$ cat config.mk
export PLATFORM = sky130hd
export DESIGN_NAME = three_timer_counter_unit
export DESIGN_NICKNAME = d
export VERILOG_FILES = /design/src/hdl/timer_unit_pkg.sv /design/src/hdl/pin_sync_edge.sv /design/src/hdl/three_timer_counter_unit.sv
export SDC_FILE = /design/constraint.sdc
export NUM_CORES = 1
export LEC_CHECK = 0
export BUFFER_PORTS_ARGS = -buffer_cell sky130_fd_sc_hd__buf_2
export CORE_MARGIN = 2
export CORE_UTILIZATION = 50
export DETAILED_ROUTE_END_ITERATION = 12
export PLACE_DENSITY = 0.67
export SETUP_SLACK_MARGIN = 0.2
export SYNTH_ARGS = -nofsm -noshare
export SYNTH_HDL_FRONTEND = slang
export SYNTH_HIERARCHICAL = 1
export SYNTH_SLANG_ARGS = --single-unit
$ cat constraint.sdc
create_clock -name CLK -period 2.6 [get_ports CLK]
set_input_delay 0.13 -clock CLK [delete_from_list [all_inputs] [get_ports CLK]]
set_output_delay 0.13 -clock CLK [all_outputs]
set_load 0.01 [all_outputs]
$ cat src/hdl/timer_unit_pkg.sv
// Register map, field layouts and shared types of the three timer/counter unit
package timer_unit_pkg;

  // Special function register addresses
  localparam logic [7:0] ADDR_AB_CONTROL = 8'h88;
  localparam logic [7:0] ADDR_AB_MODE = 8'h89;
  localparam logic [7:0] ADDR_A_COUNT_LOW = 8'h8A;
  localparam logic [7:0] ADDR_B_COUNT_LOW = 8'h8B;
  localparam logic [7:0] ADDR_A_COUNT_HIGH = 8'h8C;
  localparam logic [7:0] ADDR_B_COUNT_HIGH = 8'h8D;
  localparam logic [7:0] ADDR_C_CONTROL = 8'hC8;
  localparam logic [7:0] ADDR_C_RELOAD_LOW = 8'hCA;
  localparam logic [7:0] ADDR_C_RELOAD_HIGH = 8'hCB;
  localparam logic [7:0] ADDR_C_COUNT_LOW = 8'hCC;
  localparam logic [7:0] ADDR_C_COUNT_HIGH = 8'hCD;

  // Reset values and count constants
  localparam logic [7:0] BYTE_RESET = 8'h00;
  localparam logic [7:0] BYTE_ONE = 8'h01;
  localparam logic [7:0] BYTE_ONES = 8'hFF;
  localparam logic [4:0] LOW5_ONE = 5'h01;
  localparam logic [4:0] LOW5_ONES = 5'h1F;
  localparam logic [15:0] WORD_ONE = 16'h0001;
  localparam logic [15:0] WORD_ONES = 16'hFFFF;
  localparam logic [15:0] WORD_ZERO = 16'h0000;

  // Synchronised pin indices
  localparam int PIN_IRQ_A = 0;
  localparam int PIN_IRQ_B = 1;
  localparam int PIN_A_COUNT = 2;
  localparam int PIN_B_COUNT = 3;
  localparam int PIN_C_COUNT = 4;
  localparam int PIN_C_TRIGGER = 5;
  localparam int PIN_TOTAL = 6;

  typedef enum logic [1:0] {MODE_13BIT, MODE_16BIT, MODE_8BIT_RELOAD, MODE_SPLIT} ab_mode_sel_t;

  typedef struct packed {
    logic pin_gating;
    logic counter_select;
    ab_mode_sel_t mode;
  } ab_timer_mode_t;

  // Timer B in the upper nibble, timer A in the lower
  typedef struct packed {
    ab_timer_mode_t b;
    ab_timer_mode_t a;
  } ab_mode_t;

  typedef struct packed {
    logic b_overflow_flag;
    logic b_run;
    logic a_overflow_flag;
    logic a_run;
    logic [3:0] ext_irq_bits;
  } ab_control_t;

  typedef struct packed {
    logic overflow_flag;
    logic external_flag;
    logic serial_rx_clock_select;
    logic serial_tx_clock_select;
    logic external_enable;
    logic run;
    logic counter_select;
    logic capture_select;
  } c_control_t;

  typedef struct packed {
    logic ovf;
    logic [7:0] high;
    logic [7:0] low;
  } count_step_t;

endpackage : timer_unit_pkg

$ cat src/hdl/pin_sync_edge.sv
// Two-stage pin synchroniser with falling-edge detection
`timescale 1ns/1ps
module pin_sync_edge
  import timer_unit_pkg::*;
#(
  parameter int WIDTH = PIN_TOTAL
)
(
  // Clock, reset and enable
  input wire logic clk,
  input wire logic reset,
  input wire logic ce,
  // Pins and results
  input wire logic [WIDTH-1:0] pins_in,
  output logic [WIDTH-1:0] level,
  output logic [WIDTH-1:0] fall
);

  logic [WIDTH-1:0] meta_reg;
  logic [WIDTH-1:0] sync_reg;
  logic [WIDTH-1:0] prev_reg;

  genvar i;
  generate
    for (i = 0; i < WIDTH; i++)
    begin : g_pin
      always_ff @(posedge clk)
      begin
        if (reset)
        begin
          meta_reg[i] <= 1'b0;
          sync_reg[i] <= 1'b0;
          prev_reg[i] <= 1'b0;
        end
        else if (ce)
        begin
          meta_reg[i] <= pins_in[i];
          sync_reg[i] <= meta_reg[i];
          prev_reg[i] <= sync_reg[i];
        end
      end
      assign level[i] = sync_reg[i];
      // Edge taken from the second stage and its delayed copy in prev_reg, never from the first
      assign fall[i] = prev_reg[i] & ~sync_reg[i];
    end
  endgenerate

endmodule : pin_sync_edge

$ cat src/hdl/three_timer_counter_unit.sv
// Three timer/counters with their special function register slave
`timescale 1ns/1ps
module three_timer_counter_unit
  import timer_unit_pkg::*;
(
  // Clock, reset and enable
  input wire logic CLK,
  input wire logic RESET,
  input wire logic CE,
  // Special function register bus
  input wire logic [7:0] SFR_ADDR,
  input wire logic SFR_WR,
  input wire logic SFR_RD,
  input wire logic [7:0] SFR_WDATA,
  output logic [7:0] SFR_RDATA,
  // External pins
  input wire logic EXT_IRQ_A_PIN,
  input wire logic EXT_IRQ_B_PIN,
  input wire logic TIMER_A_COUNT_PIN,
  input wire logic TIMER_B_COUNT_PIN,
  input wire logic TIMER_C_COUNT_PIN,
  input wire logic TIMER_C_TRIGGER_PIN,
  // Flags and overflow pulses
  output logic TIMER_A_OVERFLOW_FLAG,
  output logic TIMER_B_OVERFLOW_FLAG,
  output logic TIMER_C_OVERFLOW_FLAG,
  output logic TIMER_C_EXTERNAL_FLAG,
  output logic TIMER_B_OVERFLOW_PULSE,
  output logic TIMER_C_OVERFLOW_PULSE
);

  ab_control_t ab_ctrl_reg;
  ab_mode_t ab_mode_reg;
  c_control_t c_ctrl_reg;
  logic [7:0] a_low_reg, a_high_reg, b_low_reg, b_high_reg;
  logic [7:0] c_low_reg, c_high_reg, c_rc_low_reg, c_rc_high_reg;
  logic [7:0] rdata_reg;
  logic b_pulse_reg, c_pulse_reg;
  logic [PIN_TOTAL-1:0] pin_level, pin_fall;

  pin_sync_edge #(.WIDTH(PIN_TOTAL)) u_pins (
    .clk(CLK),
    .reset(RESET),
    .ce(CE),
    .pins_in({TIMER_C_TRIGGER_PIN, TIMER_C_COUNT_PIN, TIMER_B_COUNT_PIN,
              TIMER_A_COUNT_PIN, EXT_IRQ_B_PIN, EXT_IRQ_A_PIN}),
    .level(pin_level),
    .fall(pin_fall)
  );

  logic wr;
  assign wr = CE & SFR_WR;
  logic wr_a, wr_b, wr_c;
  assign wr_a = wr & ((SFR_ADDR == ADDR_A_COUNT_LOW) | (SFR_ADDR == ADDR_A_COUNT_HIGH));
  assign wr_b = wr & ((SFR_ADDR == ADDR_B_COUNT_LOW) | (SFR_ADDR == ADDR_B_COUNT_HIGH));
  assign wr_c = wr & ((SFR_ADDR == ADDR_C_COUNT_LOW) | (SFR_ADDR == ADDR_C_COUNT_HIGH) |
                      (SFR_ADDR == ADDR_C_RELOAD_LOW) | (SFR_ADDR == ADDR_C_RELOAD_HIGH) |
                      (SFR_ADDR == ADDR_C_CONTROL));

  // One count step for modes 0 to 3; the split high byte and the timer B freeze are handled per timer
  function automatic count_step_t count_step(input ab_mode_sel_t mode, input logic [7:0] low,
                                             input logic [7:0] high, input logic tick);
    count_step_t s;
    s.ovf = 1'b0;
    s.low = low;
    s.high = high;
    if (tick)
    begin
      case (mode)
        MODE_13BIT:
        begin
          s.low[4:0] = low[4:0] + LOW5_ONE;
          if (low[4:0] == LOW5_ONES)
          begin
            s.high = high + BYTE_ONE;
            s.ovf = (high == BYTE_ONES);
          end
        end
        MODE_16BIT:
        begin
          {s.high, s.low} = {high, low} + WORD_ONE;
          s.ovf = ({high, low} == WORD_ONES);
        end
        MODE_8BIT_RELOAD:
        begin
          if (low == BYTE_ONES)
          begin
            s.low = high;
            s.ovf = 1'b1;
          end
          else
          begin
            s.low = low + BYTE_ONE;
          end
        end
        default:
        begin
          s.low = low + BYTE_ONE;
          s.ovf = (low == BYTE_ONES);
        end
      endcase
    end
    return s;
  endfunction : count_step

  // Timer A
  logic a_split, a_enable, a_tick;
  count_step_t a_step;
  logic a_ovf, a_high_ovf;
  logic [7:0] a_high_next;

  assign a_split = (ab_mode_reg.a.mode == MODE_SPLIT);
  assign a_enable = ab_ctrl_reg.a_run & (~ab_mode_reg.a.pin_gating | pin_level[PIN_IRQ_A]);
  assign a_tick = a_enable & (ab_mode_reg.a.counter_select ? pin_fall[PIN_A_COUNT] : 1'b1);
  assign a_step = count_step(ab_mode_reg.a.mode, a_low_reg, a_high_reg, a_tick);
  assign a_ovf = a_step.ovf;

  assign a_high_ovf = a_split & ab_ctrl_reg.b_run & (a_high_reg == BYTE_ONES);
  assign a_high_next = !a_split ? a_step.high :
                       (ab_ctrl_reg.b_run ? a_high_reg + BYTE_ONE : a_high_reg);

  // Timer B
  logic b_enable, b_tick, b_ovf;
  count_step_t b_step;

  assign b_enable = (a_split | ab_ctrl_reg.b_run) &
                    (~ab_mode_reg.b.pin_gating | pin_level[PIN_IRQ_B]);
  assign b_tick = b_enable & (ab_mode_reg.b.mode != MODE_SPLIT) &
                  (ab_mode_reg.b.counter_select ? pin_fall[PIN_B_COUNT] : 1'b1);
  assign b_step = count_step(ab_mode_reg.b.mode, b_low_reg, b_high_reg, b_tick);
  assign b_ovf = b_step.ovf;

  // Timer C
  logic c_baud, c_tick, c_trig, c_ovf, c_capture;
  logic [15:0] c_count, c_reload, c_count_next;

  assign c_count = {c_high_reg, c_low_reg};
  assign c_reload = {c_rc_high_reg, c_rc_low_reg};
  assign c_baud = c_ctrl_reg.serial_rx_clock_select | c_ctrl_reg.serial_tx_clock_select;
  assign c_tick = c_ctrl_reg.run &
                  (c_ctrl_reg.counter_select ? pin_fall[PIN_C_COUNT] : 1'b1);
  assign c_trig = pin_fall[PIN_C_TRIGGER] & c_ctrl_reg.external_enable;
  assign c_capture = c_trig & ~c_baud & c_ctrl_reg.capture_select;

  always_comb
  begin
    c_count_next = c_count;
    c_ovf = 1'b0;
    if (c_tick)
    begin
      if (c_count == WORD_ONES)
      begin
        c_ovf = 1'b1;
        if (c_baud | ~c_ctrl_reg.capture_select)
          c_count_next = c_reload;
        else
          c_count_next = WORD_ZERO;
      end
      else
      begin
        c_count_next = c_count + WORD_ONE;
      end
    end
    if (c_trig & ~c_baud & ~c_ctrl_reg.capture_select)
      c_count_next = c_reload;
  end

  // Data registers: a bus write wins over the count in the same cycle
  always_ff @(posedge CLK)
  begin
    if (RESET)
    begin
      a_low_reg <= BYTE_RESET;
      a_high_reg <= BYTE_RESET;
      b_low_reg <= BYTE_RESET;
      b_high_reg <= BYTE_RESET;
      c_low_reg <= BYTE_RESET;
      c_high_reg <= BYTE_RESET;
      c_rc_low_reg <= BYTE_RESET;
      c_rc_high_reg <= BYTE_RESET;
      b_pulse_reg <= 1'b0;
      c_pulse_reg <= 1'b0;
    end
    else if (CE)
    begin
      a_low_reg <= (wr && SFR_ADDR == ADDR_A_COUNT_LOW) ? SFR_WDATA : a_step.low;
      a_high_reg <= (wr && SFR_ADDR == ADDR_A_COUNT_HIGH) ? SFR_WDATA : a_high_next;
      b_low_reg <= (wr && SFR_ADDR == ADDR_B_COUNT_LOW) ? SFR_WDATA : b_step.low;
      b_high_reg <= (wr && SFR_ADDR == ADDR_B_COUNT_HIGH) ? SFR_WDATA : b_step.high;
      c_low_reg <= (wr && SFR_ADDR == ADDR_C_COUNT_LOW) ? SFR_WDATA : c_count_next[7:0];
      c_high_reg <= (wr && SFR_ADDR == ADDR_C_COUNT_HIGH) ? SFR_WDATA : c_count_next[15:8];
      if (wr && SFR_ADDR == ADDR_C_RELOAD_LOW)
        c_rc_low_reg <= SFR_WDATA;
      else if (c_capture)
        c_rc_low_reg <= c_low_reg;
      if (wr && SFR_ADDR == ADDR_C_RELOAD_HIGH)
        c_rc_high_reg <= SFR_WDATA;
      else if (c_capture)
        c_rc_high_reg <= c_high_reg;
      // Overflow pulses feed a baud generator outside this block
      b_pulse_reg <= b_ovf;
      c_pulse_reg <= c_ovf;
    end
  end

  // Control registers; a hardware set beats a software clear in the same cycle
  always_ff @(posedge CLK)
  begin
    if (RESET)
    begin
      ab_ctrl_reg <= ab_control_t'(BYTE_RESET);
      ab_mode_reg <= ab_mode_t'(BYTE_RESET);
    end
    else if (CE)
    begin
      if (wr && SFR_ADDR == ADDR_AB_CONTROL)
        ab_ctrl_reg <= ab_control_t'(SFR_WDATA);
      if (a_ovf)
        ab_ctrl_reg.a_overflow_flag <= 1'b1;
      if (a_split ? a_high_ovf : b_ovf)
        ab_ctrl_reg.b_overflow_flag <= 1'b1;
      if (wr && SFR_ADDR == ADDR_AB_MODE)
        ab_mode_reg <= ab_mode_t'(SFR_WDATA);
    end
  end

  always_ff @(posedge CLK)
  begin
    if (RESET)
      c_ctrl_reg <= c_control_t'(BYTE_RESET);
    else if (CE)
    begin
      if (wr && SFR_ADDR == ADDR_C_CONTROL)
        c_ctrl_reg <= c_control_t'(SFR_WDATA);
      if (c_ovf && !c_baud)
        c_ctrl_reg.overflow_flag <= 1'b1;
      if (c_trig)
        c_ctrl_reg.external_flag <= 1'b1;
    end
  end

  // Registered read; unmapped addresses read zero
  always_ff @(posedge CLK)
  begin
    if (RESET)
      rdata_reg <= BYTE_RESET;
    else if (CE && SFR_RD)
    begin
      case (SFR_ADDR)
        ADDR_AB_CONTROL: rdata_reg <= ab_ctrl_reg;
        ADDR_AB_MODE: rdata_reg <= ab_mode_reg;
        ADDR_A_COUNT_LOW: rdata_reg <= a_low_reg;
        ADDR_B_COUNT_LOW: rdata_reg <= b_low_reg;
        ADDR_A_COUNT_HIGH: rdata_reg <= a_high_reg;
        ADDR_B_COUNT_HIGH: rdata_reg <= b_high_reg;
        ADDR_C_CONTROL: rdata_reg <= c_ctrl_reg;
        ADDR_C_RELOAD_LOW: rdata_reg <= c_rc_low_reg;
        ADDR_C_RELOAD_HIGH: rdata_reg <= c_rc_high_reg;
        ADDR_C_COUNT_LOW: rdata_reg <= c_low_reg;
        ADDR_C_COUNT_HIGH: rdata_reg <= c_high_reg;
        default: rdata_reg <= BYTE_RESET;
      endcase
    end
  end

  assign SFR_RDATA = rdata_reg;
  assign TIMER_A_OVERFLOW_FLAG = ab_ctrl_reg.a_overflow_flag;
  assign TIMER_B_OVERFLOW_FLAG = ab_ctrl_reg.b_overflow_flag;
  assign TIMER_C_OVERFLOW_FLAG = c_ctrl_reg.overflow_flag;
  assign TIMER_C_EXTERNAL_FLAG = c_ctrl_reg.external_flag;
  assign TIMER_B_OVERFLOW_PULSE = b_pulse_reg;
  assign TIMER_C_OVERFLOW_PULSE = c_pulse_reg;
endmodule : three_timer_counter_unit

==> results of run 1 <==
critical path, delay by kind of cell (launching register included):
kind	cells	cell delay, ns
AO/OA/AOI/OAI	3	0.79
AND/OR/NAND/NOR	2	0.81
buffers and inverters	1	0.19
flip-flops	1	0.49
power by group through the flow:
stage	Sequential [µW]	Combinational, µW	Clock [µW]
4_1_cts	1770	216	2380
3_3_place_gp	1800	206	0
2_1_floorplan	1800	123	0
3_5_place_dp	1800	208	0
6_report	1770	225	2370
5_1_grt	1770	236	2450
layer usage:
metal	vias up	global-route usage, %	share of wire (%)
li1	3410	-	-
met1	3542	44.52	39
met2	476	54.87	46
met3	107	7.426	9.4
met4	0	21.31	5.6
met5	-	0	0
repair_timing:
| item | 4_1_cts | 5_1_grt |
|---|---|---|
| hold buffers | 6 | 0 |
| resized for setup | 2 | 18 |
| setup buffers | 0 | 1 |
| setup endpoints to repair | 6 | 25 |
| cloned | 1 | 0 |
| endpoints found under the hold margin | 6 | 0 |
metrics by stage:
step	area [µm²]	std cells
2_1_floorplan	7084	887
3_3_place_gp	7516	1084
3_5_place_dp	7516	1084
4_1_cts	8185	1123
5_1_grt	8267	1124
6_report	8267	1124
worst max-delay path by stage:
stage	startpoint	endpoint	slack (ns)
2_1_floorplan	c_low_reg[0]	c_low_reg[7]	0.32
3_3_place_gp	c_low_reg[0]	c_low_reg[7]	0.24
3_5_place_dp	c_low_reg[0]	c_high_reg[2]	0.16
4_1_cts	c_low_reg[1]	c_low_reg[3]	0.20
5_1_grt	ab_mode_reg[1]	b_high_reg[5]	0.18
6_report	c_low_reg[5]	c_low_reg[3]	0.23
cell type report:
class / instances / area, µm²
tap: 180 / 225.2
clock inverter: 14 / 158.9
sequential: 114 / 2287
inverter: 20 / 75.07
multi-input combinational: 688 / 4476
timing repair buffer: 90 / 605.6
clock buffer: 18 / 439.2
fill: 1266 / 5614
==> flow_summary.yaml, run 1 <==
timing:
  final_max_slew_viol_count: 0
  rsz0062_at_grt: "yes"
  finalCritPeriodShare_pct: 91.10
  setup_viol: 0
  finalHoldViolations: 0
  period_needed_ns: 2.369
  relSlewSlack_pct: 44.37
  finalClockSkew_ns: 0.008001
  fmax_mhz: 422.2
  setup_ws_ns: 0.2315
  finalHoldWorstSlack_ns: 0.07585
  worst_slew_pin_slew_ns: 0.8345
  finalSetupTns_ns: 0
clocking:
  cts_tree: "done"
  clk_pin_slew_ns: 0.06
  cts_buffer_depth: 2
  clk_latency_ns: 0.43
  cts.sinks: 114
  cts-root-buf: "clkbuf_16"
  cts_buffers: 17
  htree_levels: 4
final_layout:
  layout_common_cells: "dfxtp_1, nor2_1, nand2_1"
  layout_commonest_cell: "dfxtp_1"
  drive_gt1_share_pct: 16.10
  area_growth_pct: 16.69
  nets: 973
  fin_util_pct: 59.55
  antenna-diode-count: 0
routing:
  wirelength_um: 25870
  drc_errors: 0
  routed_via_density: 6.704
  drtIter0Drc: 1112
  dr.pass1.iters: 6
  drt-wirelength-per-cell_um: 23.02
  ant_nets: 0
  vias: 7535
power_and_ir_drop:
  worst_ir_drop_vdd_v: 0.0006628
  pwr-share-clk_pct: 54.4
  p_int_uw: 3264
  p_leak_uw: 0.003143
  switching_power_uw: 1098
  seqPwrFrac_pct: 40.5
  pwr_density_cell_nw_per_um2: 527.7
  total_power_uw: 4362
  pwr-share-comb_pct: 5.2
  switching_share_pct: 25.17
placement:
  post-place-ws_ns: 0.1592
  hpwl_um: 18070
  place_congestion: 0.9693
  portBuffers: 40
worst_setup_path:
  max_stage_delay_ns: 0.59
  r2r_setup_slack_ns: 0.23
  critPathLaunchType: "register"
  r2r_end: "c_low_reg[3]"
  worst_ep_required_time_ns: 2.94
  crit_arrival_ns: 2.71
  path_max_fanout: 8
  end_kind: "register"
  rr_startpoint: "c_low_reg[5]"
  crit_slowest_cell: "or4_4"
  reg2reg_depth: 6
  crit_chain: "nand3_1, or4_4, o21a_2, buf_4, a211o_2, a211oi_1"
  crit_type: "register to register"
floorplan:
  die_area_um2: 15140
  die_width_um: 123.0
  core_area_um2: 13880
  die_h_um: 123.0
  rows: 43
  ios: 41
  start_util_pct: 51.04
yosys:
  syn_inst: 887
  postSynthNetCount: 929
  syn_area_um2: 7084
  avgSynthCellArea_um2: 7.987
  yosys_warnings: 6
status:
  status: "completed"
global_route:
  antenna_found_initial: 0
  overflow: 0
  grt.total_usage_pct: 35.16
  grt_pass1_vias: 7148
  grt_pass1_wl_um: 40120
  grt_max_degree: 44
worst_hold_path:
  worstHoldStart: "SFR_ADDR[5]"
  hold_path_depth: 4
  hold_end: "SFR_RDATA[1]"
  hp-class: "input pin to register"
flow_run:
  cap_violations: 0
Note: power is estimated with default switching activity, not from simulation.
==> inputs of run 2 (changes only) <==
CORE_UTILIZATION = 35   (was 50)
PLACE_DENSITY = not set   (was 0.67)
==> flow_summary.yaml, run 2 (synthesis gave the netlist of run 1 again) <==
routing:
  routed_via_density: 5.954
  ant_nets: 0
  drtIter0Drc: 863
  drc_errors: 0
  wirelength_um: 25120
  drt-wirelength-per-cell_um: 20.69
  vias: 7228
  dr.pass1.iters: 6
clocking:
  cts_tree: "done"
  cts-root-buf: "clkbuf_16"
  clk_pin_slew_ns: 0.06
  htree_levels: 4
  cts_buffers: 17
  cts.sinks: 114
  clk_latency_ns: 0.43
  cts_buffer_depth: 2
global_route:
  antenna_found_initial: 0
  grt_pass1_vias: 6762
  grt.total_usage_pct: 23.51
  overflow: 0
  grt_max_degree: 44
  grt_pass1_wl_um: 39220
flow_run:
  cap_violations: 0
power_and_ir_drop:
  worst_ir_drop_vdd_v: 0.0003823
  total_power_uw: 4604
  pwr_density_cell_nw_per_um2: 548.3
  pwr-share-clk_pct: 56.9
  pwr-share-comb_pct: 4.8
  p_int_uw: 3583
  p_leak_uw: 0.003169
  switching_power_uw: 1020
  seqPwrFrac_pct: 38.4
  switching_share_pct: 22.17
timing:
  setup_viol: 0
  rsz0062_at_grt: "yes"
  finalSetupTns_ns: 0
  final_max_slew_viol_count: 0
  worst_slew_pin_slew_ns: 0.8185
  finalHoldViolations: 0
  period_needed_ns: 2.333
  relSlewSlack_pct: 45.43
  fmax_mhz: 428.6
  finalClockSkew_ns: 0.01228
  finalCritPeriodShare_pct: 89.73
worst_setup_path:
  crit_type: "register to register"
  end_kind: "register"
  path_max_fanout: 8
  r2r_setup_slack_ns: 0.27
  critPathLaunchType: "register"
  crit_arrival_ns: 2.68
  reg2reg_depth: 7
  worst_ep_required_time_ns: 2.94
floorplan:
  rows: 52
  core_area_um2: 20040
  die_area_um2: 21390
  ios: 41
  start_util_pct: 35.35
  die_h_um: 146.3
  die_width_um: 146.3
final_layout:
  layout_common_cells: "dfxtp_1, nor2_1, nand2_1"
  layout_commonest_cell: "dfxtp_1"
  fin_util_pct: 41.90
  nets: 974
  area_growth_pct: 18.51
  antenna-diode-count: 0
  drive_gt1_share_pct: 15.57
worst_hold_path:
  hp-class: "input pin to register"
  hold_path_depth: 4
placement:
  hpwl_um: 17300
  place_congestion: 0.9390
  portBuffers: 40
status:
  status: "completed"
[run 2: worst max-delay path, stage by stage, from the launching register on]
cell      delay (ns)
dfxtp_4         0.38
ha_2            0.20
nand3_2         0.10
or4_4           0.60
o21a_2          0.28
buf_4           0.18
a211o_2         0.30
a211oi_1        0.20
[run 2: repair_timing]
action,4_1_cts,5_1_grt
gates cloned,0,1
buffers inserted,0,0
endpoints found under the hold margin,6,0
hold buffers,6,0
endpoints found under the setup margin,2,27
gates resized for setup,0,14
[run 2: path summary, 6_finish.rpt]
kind	start	end
setup / recovery	c_low_reg[0]	c_low_reg[3]
hold / removal	SFR_ADDR[5]	SFR_RDATA[1]
setup reg to reg	c_low_reg[0]	c_low_reg[3]
hold reg to reg	SFR_RDATA[3]	SFR_RDATA[3]
[run 2: layout make-up]
cell class / instances / area (µm²)
clock buffer: 21 / 470.5
timing repair buffer: 91 / 600.6
inverter: 20 / 75.07
tap: 270 / 337.8
sequential: 114 / 2288
fill: 2047 / 11640
clock inverter: 10 / 180.2
multi-input combinational: 688 / 4443
[run 2: per-stage QoR]
step / hold slack [ns] / area, µm² / cells / setup WS (ns)
floorplan: 0.2739 / 7084 / 887 / 0.3212
global placement: 0.3637 / 7634 / 1176 / 0.2550
detailed placement: 0.3719 / 7634 / 1176 / 0.2047
CTS: 0.07065 / 8344 / 1213 / 0.1956
global route: 0.1206 / 8396 / 1214 / 0.1322
finish: 0.07136 / 8396 / 1214 / 0.2670
[run 2: routing by layer]
metal | wire [µm] | vias up | track usage (%)
li1 | - | 3405 | -
met1 | 10990 | 3425 | 31.72
met2 | 11340 | 351 | 36.37
met3 | 2117 | 47 | 6.000
met4 | 672 | 0 | 8.641
met5 | 0 | - | 0
[run 2: power groups by stage]
stage          sequential, µW  combinational (µW)  clock, µW
2_1_floorplan            1800                 123          0
3_3_place_gp             1800                 207          0
3_5_place_dp             1800                 208          0
4_1_cts                  1770                 215       2640
5_1_grt                  1770                 231       2720
6_report                 1770                 219       2620
==> inputs of run 3 (changes only) <==
SYNTH_HIERARCHICAL = not set   (was 1)
==> flow_summary.yaml, run 3 <==
floorplan:
  die_area_um2: 22530
  start_util_pct: 35.65
  core_area_um2: 20960
  ios: 41
  die_h_um: 150.1
  die_width_um: 150.1
  rows: 53
final_layout:
  fillerInstances: 2184
  multi_input_area_um2: 4866
  fin_util_pct: 42.27
  antenna-diode-count: 0
  final_cells: 1278
  area_growth_pct: 18.58
  layout_commonest_cell: "dfxtp_1"
  ff_latch_area_um2: 2292
  drive_gt1_share_pct: 17.25
  layout_common_cells: "dfxtp_1, nand2_1, nor2_1"
  nets: 1032
yosys:
  ys_seq_area_share_pct: 30.55
  synth_edf_count: 0
  ys_types: 87
  async_flop_share_pct: 0
  synth_top_cells_by_count: "dfxtp_1, nand2_1, nor2_1, a21oi_1, nand3_1"
  postSynthNetCount: 987
  synth_area_leaders: "dfxtp_1, mux2i_1, nand2_1, nor2_1, a21oi_1"
  dominantRegCellSynth: "dfxtp_1"
  yosysTopAreaCellShare_pct: 30.55
  syn_inst: 945
  avgSynthCellArea_um2: 7.904
  yosysMostFrequentCell: "dfxtp_1"
  synth_largest_area_cell: "dfxtp_1"
  yosys_warnings: 0
  yosys_register_bits: 114
  syn_area_um2: 7470
placement:
  post-place-ws_ns: 0.1478
  hpwl_um: 19570
  dp_cells: 1236
  place_congestion: 0.9273
  portBuffers: 40
power_and_ir_drop:
  total_power_uw: 4489
  p_leak_uw: 0.003092
  pwr_density_cell_nw_per_um2: 506.8
  worst_ir_drop_vdd_v: 0.0004007
clocking:
  cts-root-buf: "clkbuf_16"
  cts_buffers: 17
  cts_buffer_depth: 2
  clk_pin_slew_ns: 0.06
  clk_latency_ns: 0.43
  htree_levels: 4
  cts_tree: "done"
  cts.sinks: 114
worst_setup_path:
  worst_ep_required_time_ns: 2.94
  crit_type: "register to register"
  path_max_fanout: 8
  cpLargestDelayFamily: "compound AO/OA/AOI/OAI gates"
  crit_arrival_ns: 2.62
  crit_buf_inv: 1
  end_kind: "register"
  crit_chain: "inv_1, ha_1, nor2b_1, or2_2, o31a_1, nor3_1, o21ai_0, a211oi_1"
  r2r_setup_slack_ns: 0.32
  max_stage_delay_ns: 0.41
  crit_slowest_cell: "dfxtp_1"
  critPathLaunchType: "register"
timing:
  relSlewSlack_pct: 50.30
  fmax_mhz: 439.1
  setup_viol: 0
  period_needed_ns: 2.277
  worst_slew_pin_slew_ns: 0.7439
  final_max_slew_viol_count: 0
  finalSetupTns_ns: 0
  rsz0062_at_grt: "yes"
  finalCritPeriodShare_pct: 87.59
  setup_ws_ns: 0.3226
  finalHoldViolations: 0
  finalClockSkew_ns: 0.006565
routing:
  wirelength_um: 27580
  drc_errors: 0
  drt-wirelength-per-cell_um: 21.58
  routed_via_density: 6.145
  drtIter0Drc: 895
  dr.pass1.iters: 6
  ant_nets: 0
  vias: 7853
status:
  status: "completed"
global_route:
  antenna_found_initial: 0
  grt_pass1_vias: 7164
  overflow: 0
  grt.total_usage_pct: 24.50
  grt_pass1_wl_um: 42030
  grt_max_degree: 51
worst_hold_path:
  hp-class: "input pin to register"
flow_run:
  cap_violations: 0
-- run 3: layout make-up --
type / instances / share of cell area, %
Sequential cell: 114 / 25.88
Timing Repair Buffer: 100 / 7.543
Tap cell: 275 / 3.885
Clock buffer: 21 / 5.198
Inverter: 19 / 0.8052
Clock inverter: 11 / 1.752
Multi-Input combinational cell: 738 / 54.94
-- run 3: cells by family (layout without fill, tap and decap cells) --
logic type,Yosys count,count (layout),synth area share [%]
muxes,49,49,6.650
xor gates and xnor gates,18,18,2.111
buffers and inverters,93,151,5.209
and+or+nand+nor,362,362,24.09
DFF,114,114,30.55
AOI/OAI and AO/OA,294,294,28.88
adders and majority gates,15,15,2.513
-- run 3: where the power goes --
group	internal, µW	switching (µW)	leakage [µW]
Clock	1560	903	0.000286
Combinational	72.6	184	0.00188
Sequential	1760	10.7	0.000922
Total	3390	1100	0.00309
-- run 3: worst min-delay path, cell delays in order --
cell     delay, ns
buf_2         0.21
nand2_1       0.09
a21oi_1       0.05
-- run 3: final timing paths --
| check | startpoint | endpoint | cells past startpoint |
|---|---|---|---|
| max | ab_mode_reg[0] | a_high_reg[2] | 8 |
| min | SFR_WDATA[6] | ab_mode_reg[6] | 3 |
| max reg2reg | ab_mode_reg[0] | a_high_reg[2] | 8 |
| min reg2reg | SFR_RDATA[1] | SFR_RDATA[1] | 2 |
-- run 3: layer usage --
metal | vias to the layer above | wire length, µm | global-route usage [%]
met1 | 3757 | 12300 | 34.48
met2 | 390 | 12000 | 36.99
li1 | 3632 | - | -
met4 | 0 | 977 | 9.811
met5 | - | 0 | 0
met3 | 74 | 2295 | 4.394
-- run 3: timing repair --
| action | CTS | global route |
|---|---|---|
| cloned | 0 | 0 |
| buffers inserted | 1 | 3 |
| pin swaps | 1 | 5 |
| hold buffers | 6 | 0 |
| gates resized for setup | 4 | 15 |
| endpoints found under the setup margin | 6 | 15 |
| endpoints found under the hold margin | 6 | 0 |
-- run 3: stage by stage --
step	area, µm²	hold WS, ns
3_5_place_dp	8087	0.3755
2_1_floorplan	7470	0.2772
5_1_grt	8857	0.1094
6_report	8857	0.1164
4_1_cts	8777	0.1031
3_3_place_gp	8087	0.3651
